`src/design/rxfsp_pkg.sv`:
```
// Constants and types shared by the receive FIFO control block
package rxfsp_pkg;
  // ----------------------------------------------------------------
  // Register map
  // ----------------------------------------------------------------
  localparam logic [7:0] A_DATA = 8'h00;
  localparam logic [7:0] A_STAT = 8'h04;
  localparam logic [7:0] A_CFG  = 8'h08;
  localparam logic [7:0] A_DPC  = 8'h0c;
  localparam logic [7:0] A_MAC  = 8'h10;
  localparam logic [7:0] A_COE  = 8'h14;
  localparam logic [7:0] A_INFO = 8'h18;
  localparam logic [7:0] A_EVT  = 8'h1c;
  // ----------------------------------------------------------------
  // Field positions
  // ----------------------------------------------------------------
  localparam int CFG_OFF  = 0;
  localparam int CFG_DUMP = 8;
  localparam int DPC_SKIP = 0;
  localparam int MAC_RECEIVE_ENABLE = 0;
  localparam int MAC_PBAD = 1;
  localparam int COE_RECEIVE_ENABLE = 0;
  localparam int EVT_ERR  = 0;
  localparam int EVT_HALT = 1;
  localparam int EVT_RUN  = 2;
  localparam int INFO_ST  = 16;
  // ----------------------------------------------------------------
  // Status word layout
  // ----------------------------------------------------------------
  localparam int ST_FILT  = 30;
  localparam int ST_LEN   = 16;
  localparam int ST_ES    = 15;
  localparam int ST_BCAST = 13;
  localparam int ST_LERR  = 12;
  localparam int ST_RUNT  = 11;
  localparam int ST_MCAST = 10;
  localparam int ST_LONG  = 7;
  localparam int ST_LCOL  = 6;
  localparam int ST_FTYPE = 5;
  localparam int ST_WDOG  = 4;
  localparam int ST_MII   = 3;
  localparam int ST_DRIB  = 2;
  localparam int ST_CRC   = 1;
  // ----------------------------------------------------------------
  // Reset values and counts
  // ----------------------------------------------------------------
  localparam logic [4:0]  OFF_RST   = 5'h00;
  localparam logic        BIT_RST   = 1'b0;
  localparam logic [13:0] RUNT_LEN  = 14'h0040;
  localparam logic [13:0] MAX_LEN   = 14'h05ee;
  localparam logic [13:0] WDOG_LEN  = 14'h0800;
  localparam logic [13:0] HDR_LEN   = 14'h000e;
  localparam logic [13:0] LEN_SAT   = 14'h3fff;
  localparam logic [13:0] TYPE_HI   = 14'h000c;
  localparam logic [13:0] TYPE_LO   = 14'h000d;
  localparam logic [13:0] DA_LEN    = 14'h0006;
  localparam logic [15:0] TYPE_MAX  = 16'h05dc;
  localparam logic [15:0] HDR_FCS   = 16'h0012;
  localparam logic [1:0]  CSUM_LAST = 2'h3;
  localparam logic [2:0]  DRIB_MII  = 3'h4;
  localparam logic [2:0]  DRIB_10M  = 3'h3;
  localparam logic [2:0]  STQ_N     = 3'h4;
  localparam int          MEM_AW    = 6;
  // ----------------------------------------------------------------
  // Types
  // ----------------------------------------------------------------
  typedef logic [MEM_AW:0]   rxfsp_ptr_t;
  typedef logic [MEM_AW-1:0] rxfsp_addr_t;
  typedef enum logic [2:0] {
    RX_IDLE   = 3'h0,
    RX_FRAME  = 3'h1,
    RX_CSUM   = 3'h3,
    RX_FLUSH  = 3'h2,
    RX_COMMIT = 3'h6
  } rxfsp_state_e;
endpackage

```
`src/design/rxfsp_mem_if.sv`:
```
// Port bundle between the FIFO control and its data memory
interface rxfsp_mem_if;
  logic                     wr_en;
  rxfsp_pkg::rxfsp_addr_t   wr_addr;
  logic [31:0]              wr_data;
  rxfsp_pkg::rxfsp_addr_t   rd_addr;
  logic [31:0]              rd_data;
  modport ctl (output wr_en, wr_addr, wr_data, rd_addr, input rd_data);
  modport mem (input wr_en, wr_addr, wr_data, rd_addr, output rd_data);
endinterface

```
`src/design/rxfsp_mem.sv`:
```
// Receive data memory with registered read
module rxfsp_mem (
  input wire logic clk,
  rxfsp_mem_if.mem m
);
  logic [31:0] ram [2**rxfsp_pkg::MEM_AW];

  // Read data sample before a same-cycle write lands
  always_ff @(posedge clk) begin
    if (m.wr_en) begin
      ram[m.wr_addr] <= m.wr_data;
    end
    m.rd_data <= ram[m.rd_addr];
  end
endmodule

```
`src/design/rxfsp_top.sv`:
```
// Receive FIFO control: packet skip, flush, data layout, status words, errors
// ----------------------------------------------------------------
// ----------------------------------------------------------------
//
// The implementer's own choices: the strobed register port and the placing of the registers.
module rxfsp_top (
  input  wire logic        clk,
  input  wire logic        reset_n,
  input  wire logic [7:0]  reg_addr,
  input  wire logic [31:0] reg_wdata,
  input  wire logic        reg_wr,
  input  wire logic        reg_rd,
  output logic      [31:0] reg_rdata,
  input  wire logic        mac_rx_valid,
  input  wire logic [7:0]  mac_rx_byte,
  input  wire logic        mac_rx_last,
  input  wire logic [31:0] mac_rx_csum,
  input  wire logic        mac_rx_er,
  input  wire logic        mac_late_coll,
  input  wire logic        mac_filter_fail,
  input  wire logic        mac_crc_bad,
  input  wire logic [2:0]  mac_dribble_bits,
  input  wire logic        mac_speed_10,
  output logic             rx_halted_event,
  output logic             rx_error_flag
);
  // ----------------------------------------------------------------
  // State
  // ----------------------------------------------------------------
  rxfsp_pkg::rxfsp_state_e state, next_state;
  rxfsp_pkg::rxfsp_ptr_t   wr_ptr, commit_ptr, rd_ptr, pkt_start, next_rd_ptr, base_ptr, used;
  rxfsp_pkg::rxfsp_ptr_t   bnd [4];
  logic [31:0] stq [4];
  logic [2:0]  bnd_wp, bnd_rp, st_wp, st_rp;
  logic [4:0]  rx_offset;
  logic        dump, skip, rx_en, pass_bad, csum_en, halt_pend, evt_halt;
  logic [1:0]  lane, base_lane, csum_idx;
  logic [31:0] word_buf, merged, csum_q, st_word, rd_value;
  logic [13:0] len;
  logic [15:0] ltype;
  logic        bcast, mcast, er_seen, coll_seen, ovf_q, fail_q, crc_q, drib_q;
  rxfsp_mem_if mif ();

  rxfsp_mem u_mem (
    .clk (clk),
    .m   (mif.mem)
  );

  // ----------------------------------------------------------------
  // Register decode
  // ----------------------------------------------------------------
  wire cfg_wr  = reg_wr && reg_addr == rxfsp_pkg::A_CFG;
  wire dpc_wr  = reg_wr && reg_addr == rxfsp_pkg::A_DPC;
  wire mac_wr  = reg_wr && reg_addr == rxfsp_pkg::A_MAC;
  wire coe_wr  = reg_wr && reg_addr == rxfsp_pkg::A_COE;
  wire evt_wr  = reg_wr && reg_addr == rxfsp_pkg::A_EVT;
  wire data_rd = reg_rd && reg_addr == rxfsp_pkg::A_DATA;
  wire st_rd   = reg_rd && reg_addr == rxfsp_pkg::A_STAT;

  wire data_empty = rd_ptr == commit_ptr;
  wire st_empty   = st_wp == st_rp;
  wire st_full    = 3'(st_wp - st_rp) == rxfsp_pkg::STQ_N;
  wire bnd_empty  = bnd_wp == bnd_rp;
  wire bnd_full   = 3'(bnd_wp - bnd_rp) == rxfsp_pkg::STQ_N;
  wire [6:0] bnd_head = bnd[bnd_rp[1:0]];

  // A read during a pending skip counts as underrun: the pointer is moving
  wire data_under = data_rd && (data_empty || skip);
  wire data_rd_ok = data_rd && !data_under;
  wire st_under   = st_rd && st_empty;
  wire st_rd_ok   = st_rd && !st_empty;
  wire skip_go    = skip && !bnd_empty;
  wire rd_hits    = data_rd_ok && !bnd_empty && 7'(rd_ptr + 7'h01) == bnd_head;
  wire bnd_pop    = skip_go || rd_hits;

  // ----------------------------------------------------------------
  // Write path and packing
  // ----------------------------------------------------------------
  wire start    = state == rxfsp_pkg::RX_IDLE && mac_rx_valid && rx_en && !dump;
  wire in_frame = state == rxfsp_pkg::RX_FRAME && mac_rx_valid;
  wire in_csum  = state == rxfsp_pkg::RX_CSUM;
  wire byte_ok  = start || in_frame || in_csum;
  wire frm_end  = (start || in_frame) && mac_rx_last;
  wire [7:0] byte_in = in_csum ? csum_q[{csum_idx, 3'h0} +: 8] : mac_rx_byte;
  wire [31:0] byte_word = {24'h0, byte_in} << {base_lane, 3'h0};
  wire word_full = byte_ok && base_lane == 2'h3;
  wire flush_wr  = state == rxfsp_pkg::RX_FLUSH && lane != 2'h0;

  // Leading whole words of the offset are skipped over, not written
  assign base_ptr  = start ? 7'(wr_ptr + {4'h0, rx_offset[4:2]}) : wr_ptr;
  assign base_lane = start ? rx_offset[1:0] : lane;
  assign merged    = (start ? 32'h0 : word_buf) | byte_word;
  assign used      = 7'(base_ptr - rd_ptr);

  // Limitation: an offset jump into a nearly full memory is caught only on the next word
  wire ovf_now   = (word_full || flush_wr) && used[rxfsp_pkg::MEM_AW];
  wire mem_write = (word_full || flush_wr) && !ovf_q && !ovf_now;
  wire is_runt   = len < rxfsp_pkg::RUNT_LEN;
  wire keep      = !ovf_q && !(is_runt && !pass_bad);
  wire commit    = state == rxfsp_pkg::RX_COMMIT;
  wire st_push   = commit && keep && !st_full && !bnd_full;
  wire st_over   = commit && keep && st_full;
  wire halt_go   = halt_pend && state == rxfsp_pkg::RX_IDLE;

  assign mif.wr_en   = mem_write;
  assign mif.wr_addr = base_ptr[rxfsp_pkg::MEM_AW-1:0];
  assign mif.wr_data = flush_wr ? word_buf : merged;
  assign mif.rd_addr = next_rd_ptr[rxfsp_pkg::MEM_AW-1:0];

  // Skip and host data reads never move the status FIFO
  assign next_rd_ptr = dump ? '0 : skip_go ? bnd_head : data_rd_ok ? 7'(rd_ptr + 7'h01) : rd_ptr;

  // ----------------------------------------------------------------
  // Status word
  // ----------------------------------------------------------------
  wire long_f  = len > rxfsp_pkg::MAX_LEN;
  wire wdog_f  = len > rxfsp_pkg::WDOG_LEN;
  wire has_hdr = len >= rxfsp_pkg::HDR_LEN;
  wire ftype_f = has_hdr && ltype > rxfsp_pkg::TYPE_MAX;
  wire lerr_f  = !is_runt && ltype <= rxfsp_pkg::TYPE_MAX && {2'h0, len} != 16'(ltype + rxfsp_pkg::HDR_FCS);
  wire crc_f   = crc_q || er_seen;

  always_comb begin
    st_word = 32'h0;
    st_word[rxfsp_pkg::ST_FILT] = fail_q;
    st_word[rxfsp_pkg::ST_LEN +: 14] = len;
    st_word[rxfsp_pkg::ST_ES] = is_runt | long_f | coll_seen | crc_f;
    st_word[rxfsp_pkg::ST_BCAST] = bcast;
    st_word[rxfsp_pkg::ST_LERR] = lerr_f;
    st_word[rxfsp_pkg::ST_RUNT] = is_runt;
    st_word[rxfsp_pkg::ST_MCAST] = mcast;
    st_word[rxfsp_pkg::ST_LONG] = long_f;
    st_word[rxfsp_pkg::ST_LCOL] = coll_seen;
    st_word[rxfsp_pkg::ST_FTYPE] = ftype_f;
    st_word[rxfsp_pkg::ST_WDOG] = wdog_f;
    st_word[rxfsp_pkg::ST_MII] = er_seen;
    st_word[rxfsp_pkg::ST_DRIB] = drib_q && !coll_seen;
    st_word[rxfsp_pkg::ST_CRC] = crc_f;
  end

  // ----------------------------------------------------------------
  // Frame sequencer
  // ----------------------------------------------------------------
  always_comb begin
    next_state = state;
    case (state)
      rxfsp_pkg::RX_IDLE: begin
        if (frm_end) begin
          next_state = csum_en ? rxfsp_pkg::RX_CSUM : rxfsp_pkg::RX_FLUSH;
        end else if (start) begin
          next_state = rxfsp_pkg::RX_FRAME;
        end
      end
      rxfsp_pkg::RX_FRAME: begin
        if (frm_end) begin
          next_state = csum_en ? rxfsp_pkg::RX_CSUM : rxfsp_pkg::RX_FLUSH;
        end
      end
      rxfsp_pkg::RX_CSUM: begin
        if (csum_idx == rxfsp_pkg::CSUM_LAST) begin
          next_state = rxfsp_pkg::RX_FLUSH;
        end
      end
      rxfsp_pkg::RX_FLUSH: next_state = rxfsp_pkg::RX_COMMIT;
      rxfsp_pkg::RX_COMMIT: next_state = rxfsp_pkg::RX_IDLE;
      default: next_state = rxfsp_pkg::RX_IDLE;
    endcase
  end

  always_ff @(posedge clk) begin
    if (!reset_n || dump) begin
      state <= rxfsp_pkg::RX_IDLE;
    end else begin
      state <= next_state;
    end
  end

  // ----------------------------------------------------------------
  // Pointers and packing registers
  // ----------------------------------------------------------------
  always_ff @(posedge clk) begin
    if (!reset_n || dump) begin
      wr_ptr     <= '0;
      commit_ptr <= '0;
      rd_ptr     <= '0;
      pkt_start  <= '0;
      lane       <= 2'h0;
      word_buf   <= 32'h0;
      ovf_q      <= 1'b0;
    end else begin
      rd_ptr <= next_rd_ptr;
      if (start) begin
        pkt_start <= wr_ptr;
        ovf_q     <= ovf_now;
      end else if (ovf_now) begin
        ovf_q <= 1'b1;
      end
      if (mem_write) begin
        wr_ptr <= 7'(base_ptr + 7'h01);
      end else if (start) begin
        wr_ptr <= base_ptr;
      end else if (commit && !st_push) begin
        wr_ptr <= pkt_start;
      end
      if (st_push) begin
        commit_ptr <= wr_ptr;
      end
      if (state == rxfsp_pkg::RX_FLUSH) begin
        lane     <= 2'h0;
        word_buf <= 32'h0;
      end else if (byte_ok) begin
        lane     <= 2'(base_lane + 2'h1);
        word_buf <= word_full ? 32'h0 : merged;
      end
    end
  end

  // ----------------------------------------------------------------
  // Frame attribute capture
  // ----------------------------------------------------------------
  always_ff @(posedge clk) begin
    if (!reset_n) begin
      len       <= 14'h0000;
      ltype     <= 16'h0000;
      {bcast, mcast, er_seen, coll_seen, fail_q, crc_q, drib_q} <= 7'h00;
      csum_q    <= 32'h0;
      csum_idx  <= 2'h0;
    end else begin
      if (start) begin
        len       <= 14'h0001;
        bcast     <= &mac_rx_byte;
        mcast     <= mac_rx_byte[0];
        er_seen   <= mac_rx_er;
        coll_seen <= mac_late_coll;
      end else if (in_frame) begin
        len       <= len == rxfsp_pkg::LEN_SAT ? len : 14'(len + 14'h0001);
        er_seen   <= er_seen | mac_rx_er;
        coll_seen <= coll_seen | mac_late_coll;
        if (len < rxfsp_pkg::DA_LEN) begin
          bcast <= bcast & (&mac_rx_byte);
        end
        if (len == rxfsp_pkg::TYPE_HI) begin
          ltype[15:8] <= mac_rx_byte;
        end
        if (len == rxfsp_pkg::TYPE_LO) begin
          ltype[7:0] <= mac_rx_byte;
        end
      end
      if (start) begin
        ltype <= 16'h0000;
      end
      if (frm_end) begin
        csum_q   <= mac_rx_csum;
        csum_idx <= 2'h0;
        fail_q   <= mac_filter_fail;
        crc_q    <= mac_crc_bad;
        drib_q   <= mac_speed_10 ? mac_dribble_bits >= rxfsp_pkg::DRIB_10M
                                 : mac_dribble_bits == rxfsp_pkg::DRIB_MII;
      end else if (in_csum) begin
        csum_idx <= 2'(csum_idx + 2'h1);
      end
    end
  end

  // ----------------------------------------------------------------
  // Status and boundary queues
  // ----------------------------------------------------------------
  always_ff @(posedge clk) begin
    if (!reset_n || dump) begin
      st_wp  <= 3'h0;
      st_rp  <= 3'h0;
      bnd_wp <= 3'h0;
      bnd_rp <= 3'h0;
    end else begin
      if (st_push) begin
        stq[st_wp[1:0]]  <= st_word;
        bnd[bnd_wp[1:0]] <= wr_ptr;
        st_wp  <= 3'(st_wp + 3'h1);
        bnd_wp <= 3'(bnd_wp + 3'h1);
      end
      if (st_rd_ok) begin
        st_rp <= 3'(st_rp + 3'h1);
      end
      if (bnd_pop) begin
        bnd_rp <= 3'(bnd_rp + 3'h1);
      end
    end
  end

  // ----------------------------------------------------------------
  // Control registers and events
  // ----------------------------------------------------------------
  always_ff @(posedge clk) begin
    if (!reset_n) begin
      rx_offset       <= rxfsp_pkg::OFF_RST;
      {dump, skip, rx_en, pass_bad, csum_en} <= {5{rxfsp_pkg::BIT_RST}};
      {halt_pend, evt_halt, rx_halted_event, rx_error_flag} <= 4'h0;
    end else begin
      if (cfg_wr) begin
        rx_offset <= reg_wdata[rxfsp_pkg::CFG_OFF +: 5];
      end
      dump <= cfg_wr && reg_wdata[rxfsp_pkg::CFG_DUMP];
      skip <= dpc_wr && reg_wdata[rxfsp_pkg::DPC_SKIP];
      if (mac_wr) begin
        rx_en    <= reg_wdata[rxfsp_pkg::MAC_RECEIVE_ENABLE];
        pass_bad <= reg_wdata[rxfsp_pkg::MAC_PBAD];
      end
      if (coe_wr) begin
        csum_en <= reg_wdata[rxfsp_pkg::COE_RECEIVE_ENABLE];
      end
      if (mac_wr && rx_en && !reg_wdata[rxfsp_pkg::MAC_RECEIVE_ENABLE]) begin
        halt_pend <= 1'b1;
      end else if (halt_go) begin
        halt_pend <= 1'b0;
      end
      rx_halted_event <= halt_go;
      if (halt_go) begin
        evt_halt <= 1'b1;
      end else if (evt_wr && reg_wdata[rxfsp_pkg::EVT_HALT]) begin
        evt_halt <= 1'b0;
      end
      // New error wins over a clear in the same cycle
      if (data_under || st_under || st_over) begin
        rx_error_flag <= 1'b1;
      end else if (evt_wr && reg_wdata[rxfsp_pkg::EVT_ERR]) begin
        rx_error_flag <= 1'b0;
      end
    end
  end

  // ----------------------------------------------------------------
  // Read data
  // ----------------------------------------------------------------
  wire [31:0] info_word = {13'h0, 3'(st_wp - st_rp), 9'h0, 7'(commit_ptr - rd_ptr)};
  wire [31:0] evt_word  = {29'h0, state != rxfsp_pkg::RX_IDLE, evt_halt, rx_error_flag};
  assign rd_value =
    data_rd_ok                   ? mif.rd_data :
    st_rd_ok                     ? stq[st_rp[1:0]] :
    reg_addr == rxfsp_pkg::A_CFG ? {23'h0, dump, 3'h0, rx_offset} :
    reg_addr == rxfsp_pkg::A_DPC ? {31'h0, skip} :
    reg_addr == rxfsp_pkg::A_MAC ? {30'h0, pass_bad, rx_en} :
    reg_addr == rxfsp_pkg::A_COE ? {31'h0, csum_en} :
    reg_addr == rxfsp_pkg::A_INFO ? info_word :
    reg_addr == rxfsp_pkg::A_EVT ? evt_word : 32'h0;

  always_ff @(posedge clk) begin
    if (!reset_n) begin
      reg_rdata <= 32'h0;
    end else begin
      reg_rdata <= reg_rd ? rd_value : 32'h0;
    end
  end
endmodule

```
`config.mk`:
```
export PLATFORM = sky130hd
export DESIGN_NAME = rxfsp_top
export DESIGN_NICKNAME = d
export VERILOG_FILES = /design/src/design/rxfsp_pkg.sv /design/src/design/rxfsp_mem_if.sv /design/src/design/rxfsp_mem.sv /design/src/design/rxfsp_top.sv
export SDC_FILE = /design/constraint.sdc
export NUM_CORES = 2
export LEC_CHECK = 0
export BUFFER_PORTS_ARGS = -buffer_cell sky130_fd_sc_hd__clkbuf_2
export CORE_MARGIN = 2
export CORE_UTILIZATION = 25
export DETAILED_ROUTE_END_ITERATION = 7
export PLACE_DENSITY = 0.36
export SLEW_MARGIN = 20
export SYNTH_ARGS = -nofsm -noshare
export SYNTH_HDL_FRONTEND = slang
export SYNTH_SLANG_ARGS = --single-unit
```
`constraint.sdc`:
```
create_clock -name clk -period 7.1 [get_ports clk]
set_input_delay 0.355 -clock clk [delete_from_list [all_inputs] [get_ports clk]]
set_output_delay 0.355 -clock clk [all_outputs]
set_load 0.02 [all_outputs]
```
==> flow_summary.yaml <==
routing:
  vias: 61400
  wl_met1_mm: 165
  dr.pass1.iters: 6
  dr_wl_met2_mm: 168
  drc: 0
  vias_per_cell: 4.91
  met3_length_mm: 17.1
  drt_wl_total_mm: 358
  top_layer: "met5"
  final_antenna_net_count: 0
  drtIter0Drc: 5629
  post_drt_wl_per_cell_um: 28.6
grt:
  grt_pass1_vias: 60500
  grt_use_total: 0.182
  grt_overflow: 0
  grt_pass1_wl_mm: 494
  antenna_found_initial: 29
  grt_max_degree: 135
worst_setup_path:
  crit_buf_inv: 3
  cp-end-kind: "flip-flop"
  worstPathRequired_ps: 7680
  worstSetupPathType: "flip-flop to flip-flop"
  critPathMaxFanout: 20
  cp_slowest_cell: "nor2_4"
  arrival_ps: 6650
  cp_slowest_stage_delay_ps: 860
  setup.worst_path.start_class: "flip-flop"
  cp_common_cell: "a21oi_1"
  crit_family: "simple AND/OR/NAND/NOR gates"
  cp_cell_sequence: "ha_1, a21o_1, a21oi_1, nor2_1, and3_1, xnor2_1, inv_1, ha_1, a211oi_1, nand2_1, a21oi_1, a21oi_1, o31ai_1, xnor2_1, nand2_1, nor2_1, nand3_1, buf_4, nor2_4, buf_4"
timing:
  fin_crit_ps: 6070
  setup_tns_ps: 0
  hold_slack_ps: 67.5
  post-route-period-util: 0.854
  setup_viol: 0
  relSlewSlack: 0.239
  grt_setup_unrepaired: "false"
  max_freq_mhz: 165
  maxSlewViolCount: 0
  worstMarginPinSlew_ps: 1140
  finalHoldViolCount: 0
  skew_ps: 50.8
synthesis:
  yosysSeqAreaShare: 0.739
  synth_warnings: 0
  ys_ff_latch: 2415
  syn_nets: 7123
  yosysUniqueCellTypes: 86
  synthCells: 6990
  syn_area_mm2: 0.0950
  synthArstFlopShare: 0
  syn_area_per_cell_um2: 13.6
  synth_edf_count: 2184
  synthFlopType: "edfxtp_1"
clocking:
  cts_hold_buffers: 66
  clk_latency_ps: 910
  post-cts-setup-buffer-count: 0
  cts-root-buf: "clkbuf_16"
  cts_tree: "done"
  cts_buffer_depth: 4
  clkTransAtPathRegs_ps: 60
  numClockSinks: 2415
  htree_num_levels: 5
  cts_buffers: 288
  postCtsResizedCells: 0
place:
  dp_cells: 11900
  io_buffers: 101
  hpwl_mm: 215
  gp_congestion: 0.806
cells_and_area:
  drive_above_1_share: 0.128
  layout.cells.non_filler: 12500
  final_nets: 7395
  synthToLayoutAreaGrowth_pct: 18.8
power:
  p_leak_nw: 39.2
  ir_drop_mv: 0.167
  powerDensity_mw_per_mm2: 261
worst_hold_path:
  hold_class: "input port to flip-flop"
floorplanning:
  core.rowCount: 226
  core_mm2: 0.379
  die_h_um: 621
  start_util: 0.251
  die-area_mm2: 0.385
  io_pins: 128
  fp.dieW_um: 621
job:
  cap_violations: 0
outcome:
  status: "finished, final reports clean"
## layer usage
layer | up-vias | GRT usage
met5 | - | 0
met4 | 6 | 0.0430
met3 | 378 | 0.0222
met2 | 1613 | 0.294
met1 | 32400 | 0.258
li1 | 27100 | -
## layout by cell type, fill, tap and decap left out, types with 26 or more instances in the layout
cell type / instances
o22ai_1: 54
o21ai_0: 32
dfxtp_1: 229
nand3_1: 158
clkinv_1: 60
clkbuf_2: 101
ha_1: 36
nand2_1: 1306
dlygate4sd3_1: 66
o21ai_1: 31
buf_4: 223
nor3_1: 35
mux4_2: 49
inv_1: 38
a21oi_1: 962
xor2_1: 26
nor2_1: 234
clkbuf_16: 298
a22oi_1: 479
edfxtp_1: 2184
nor2_4: 71
a31oi_1: 31
a211oi_1: 31
a32oi_1: 35
mux2i_1: 68
a21o_1: 43
xnor2_1: 41
clkbuf_1: 84
nand4_1: 34
clkinv_2: 39
buf_12: 60
## path summary, 6_finish.rpt
check                                                   to  cells after the start                    start  slack [ps]
worst max-delay path            u_mem.ram[3][29]$_DFFE_PP_                     20   wr_ptr[1]$_SDFFE_PP0P_        1030
worst min-delay path                 evt_halt$_SDFFE_PN0P_                      4              reg_addr[3]          70
worst max register to register  u_mem.ram[3][29]$_DFFE_PP_                     20   wr_ptr[1]$_SDFFE_PP0P_        1030
worst min register to register     csum_q[21]$_SDFFE_PN0P_                      2  csum_q[21]$_SDFFE_PN0P_         450
## cells in the mapped netlist (31+ instances only)
cell	count	area (µm²)
o21ai_1	31	155
a21oi_1	964	4820
o21ai_0	32	160
buf_2	130	651
nor2_1	306	1150
dfxtp_1	231	4620
mux2i_1	69	691
a32oi_1	35	307
mux4_2	49	1100
a22oi_1	479	3600
inv_1	38	143
buf_1	99	372
clkbuf_1	238	893
a211oi_1	32	240
a21o_1	43	323
a22o_1	33	289
nand3_1	162	811
nor3_1	40	200
nand4_1	34	213
a31oi_1	31	194
ha_1	36	450
edfxtp_1	2184	65600
o22ai_1	54	338
nand2_1	1311	4920
xnor2_1	41	359
## power breakdown
part / total [mW] / internal [mW] / switching [mW]
logic: 0.172 / 0.0465 / 0.125
registers: 15.3 / 15.3 / 0.000253
clock network: 14.0 / 8.05 / 5.98
## worst register-to-register path, cell delays in order (launching register included)
cell and delay (ps):
dfxtp_1 600, ha_1 320, a21o_1 160, a21oi_1 160
nor2_1 90, and3_1 200, xnor2_1 510, inv_1 290
ha_1 360, a211oi_1 220, nand2_1 120, a21oi_1 160
a21oi_1 70, o31ai_1 90, xnor2_1 250, nand2_1 210
nor2_1 270, nand3_1 120, buf_4 290, nor2_4 930
buf_4 360
## sequential cells by signal, summed over array words and instances (netlist names), 3 cells and up, named ones only
| register | flops |
|---|---|
| u_mem.ram | 2048 |
| stq | 108 |
| csum_q | 32 |
| reg_rdata | 32 |
| u_mem.m.rd_data | 32 |
| word_buf | 32 |
| bnd | 28 |
| ltype | 16 |
| len | 14 |
| commit_ptr | 7 |
| pkt_start | 7 |
| rd_ptr | 7 |
| wr_ptr | 7 |
| rx_offset | 5 |
| bnd_rp | 3 |
| bnd_wp | 3 |
| st_rp | 3 |
| st_wp | 3 |
| state | 3 |
## final cells by class
type | count | area (µm²)
Timing Repair Buffer | 450 | 4040
Fill cell | 38000 | 266000
Antenna cell | 20 | 50.0
Tap cell | 5016 | 6280
Sequential cell | 2415 | 70200
Multi-Input combinational cell | 4068 | 23500
Clock inverter | 125 | 876
Inverter | 39 | 146
Clock buffer | 386 | 7830
## logic make-up (layout without fill, tap and decap cells)
| group | after synthesis | in the layout | synth area share |
|---|---|---|---|
| DFF | 2415 | 2415 | 0.739 |
| xor gates and xnor gates | 67 | 67 | 0.00618 |
| other | 0 | 20 | 0 |
| muxes | 130 | 130 | 0.0203 |
| and+or+nand+nor | 1959 | 1959 | 0.0847 |
| adders and majority gates | 41 | 41 | 0.00558 |
| buffers and inverters | 507 | 1000 | 0.0218 |
| AOI/OAI and AO/OA | 1871 | 1871 | 0.123 |
## metrics by stage
step           area [µm²]  total power, mW  utilization  setup slack [ps]
3_3_place_gp       103000             15.8        0.273               759
4_1_cts            113000             29.9        0.298              1040
2_1_floorplan       95000             15.7            -              1700
3_5_place_dp       103000             15.8        0.273              1050
5_1_grt            113000             30.4        0.298               664
6_report           113000             29.5        0.298              1030
(Power assumes the default switching activity.)
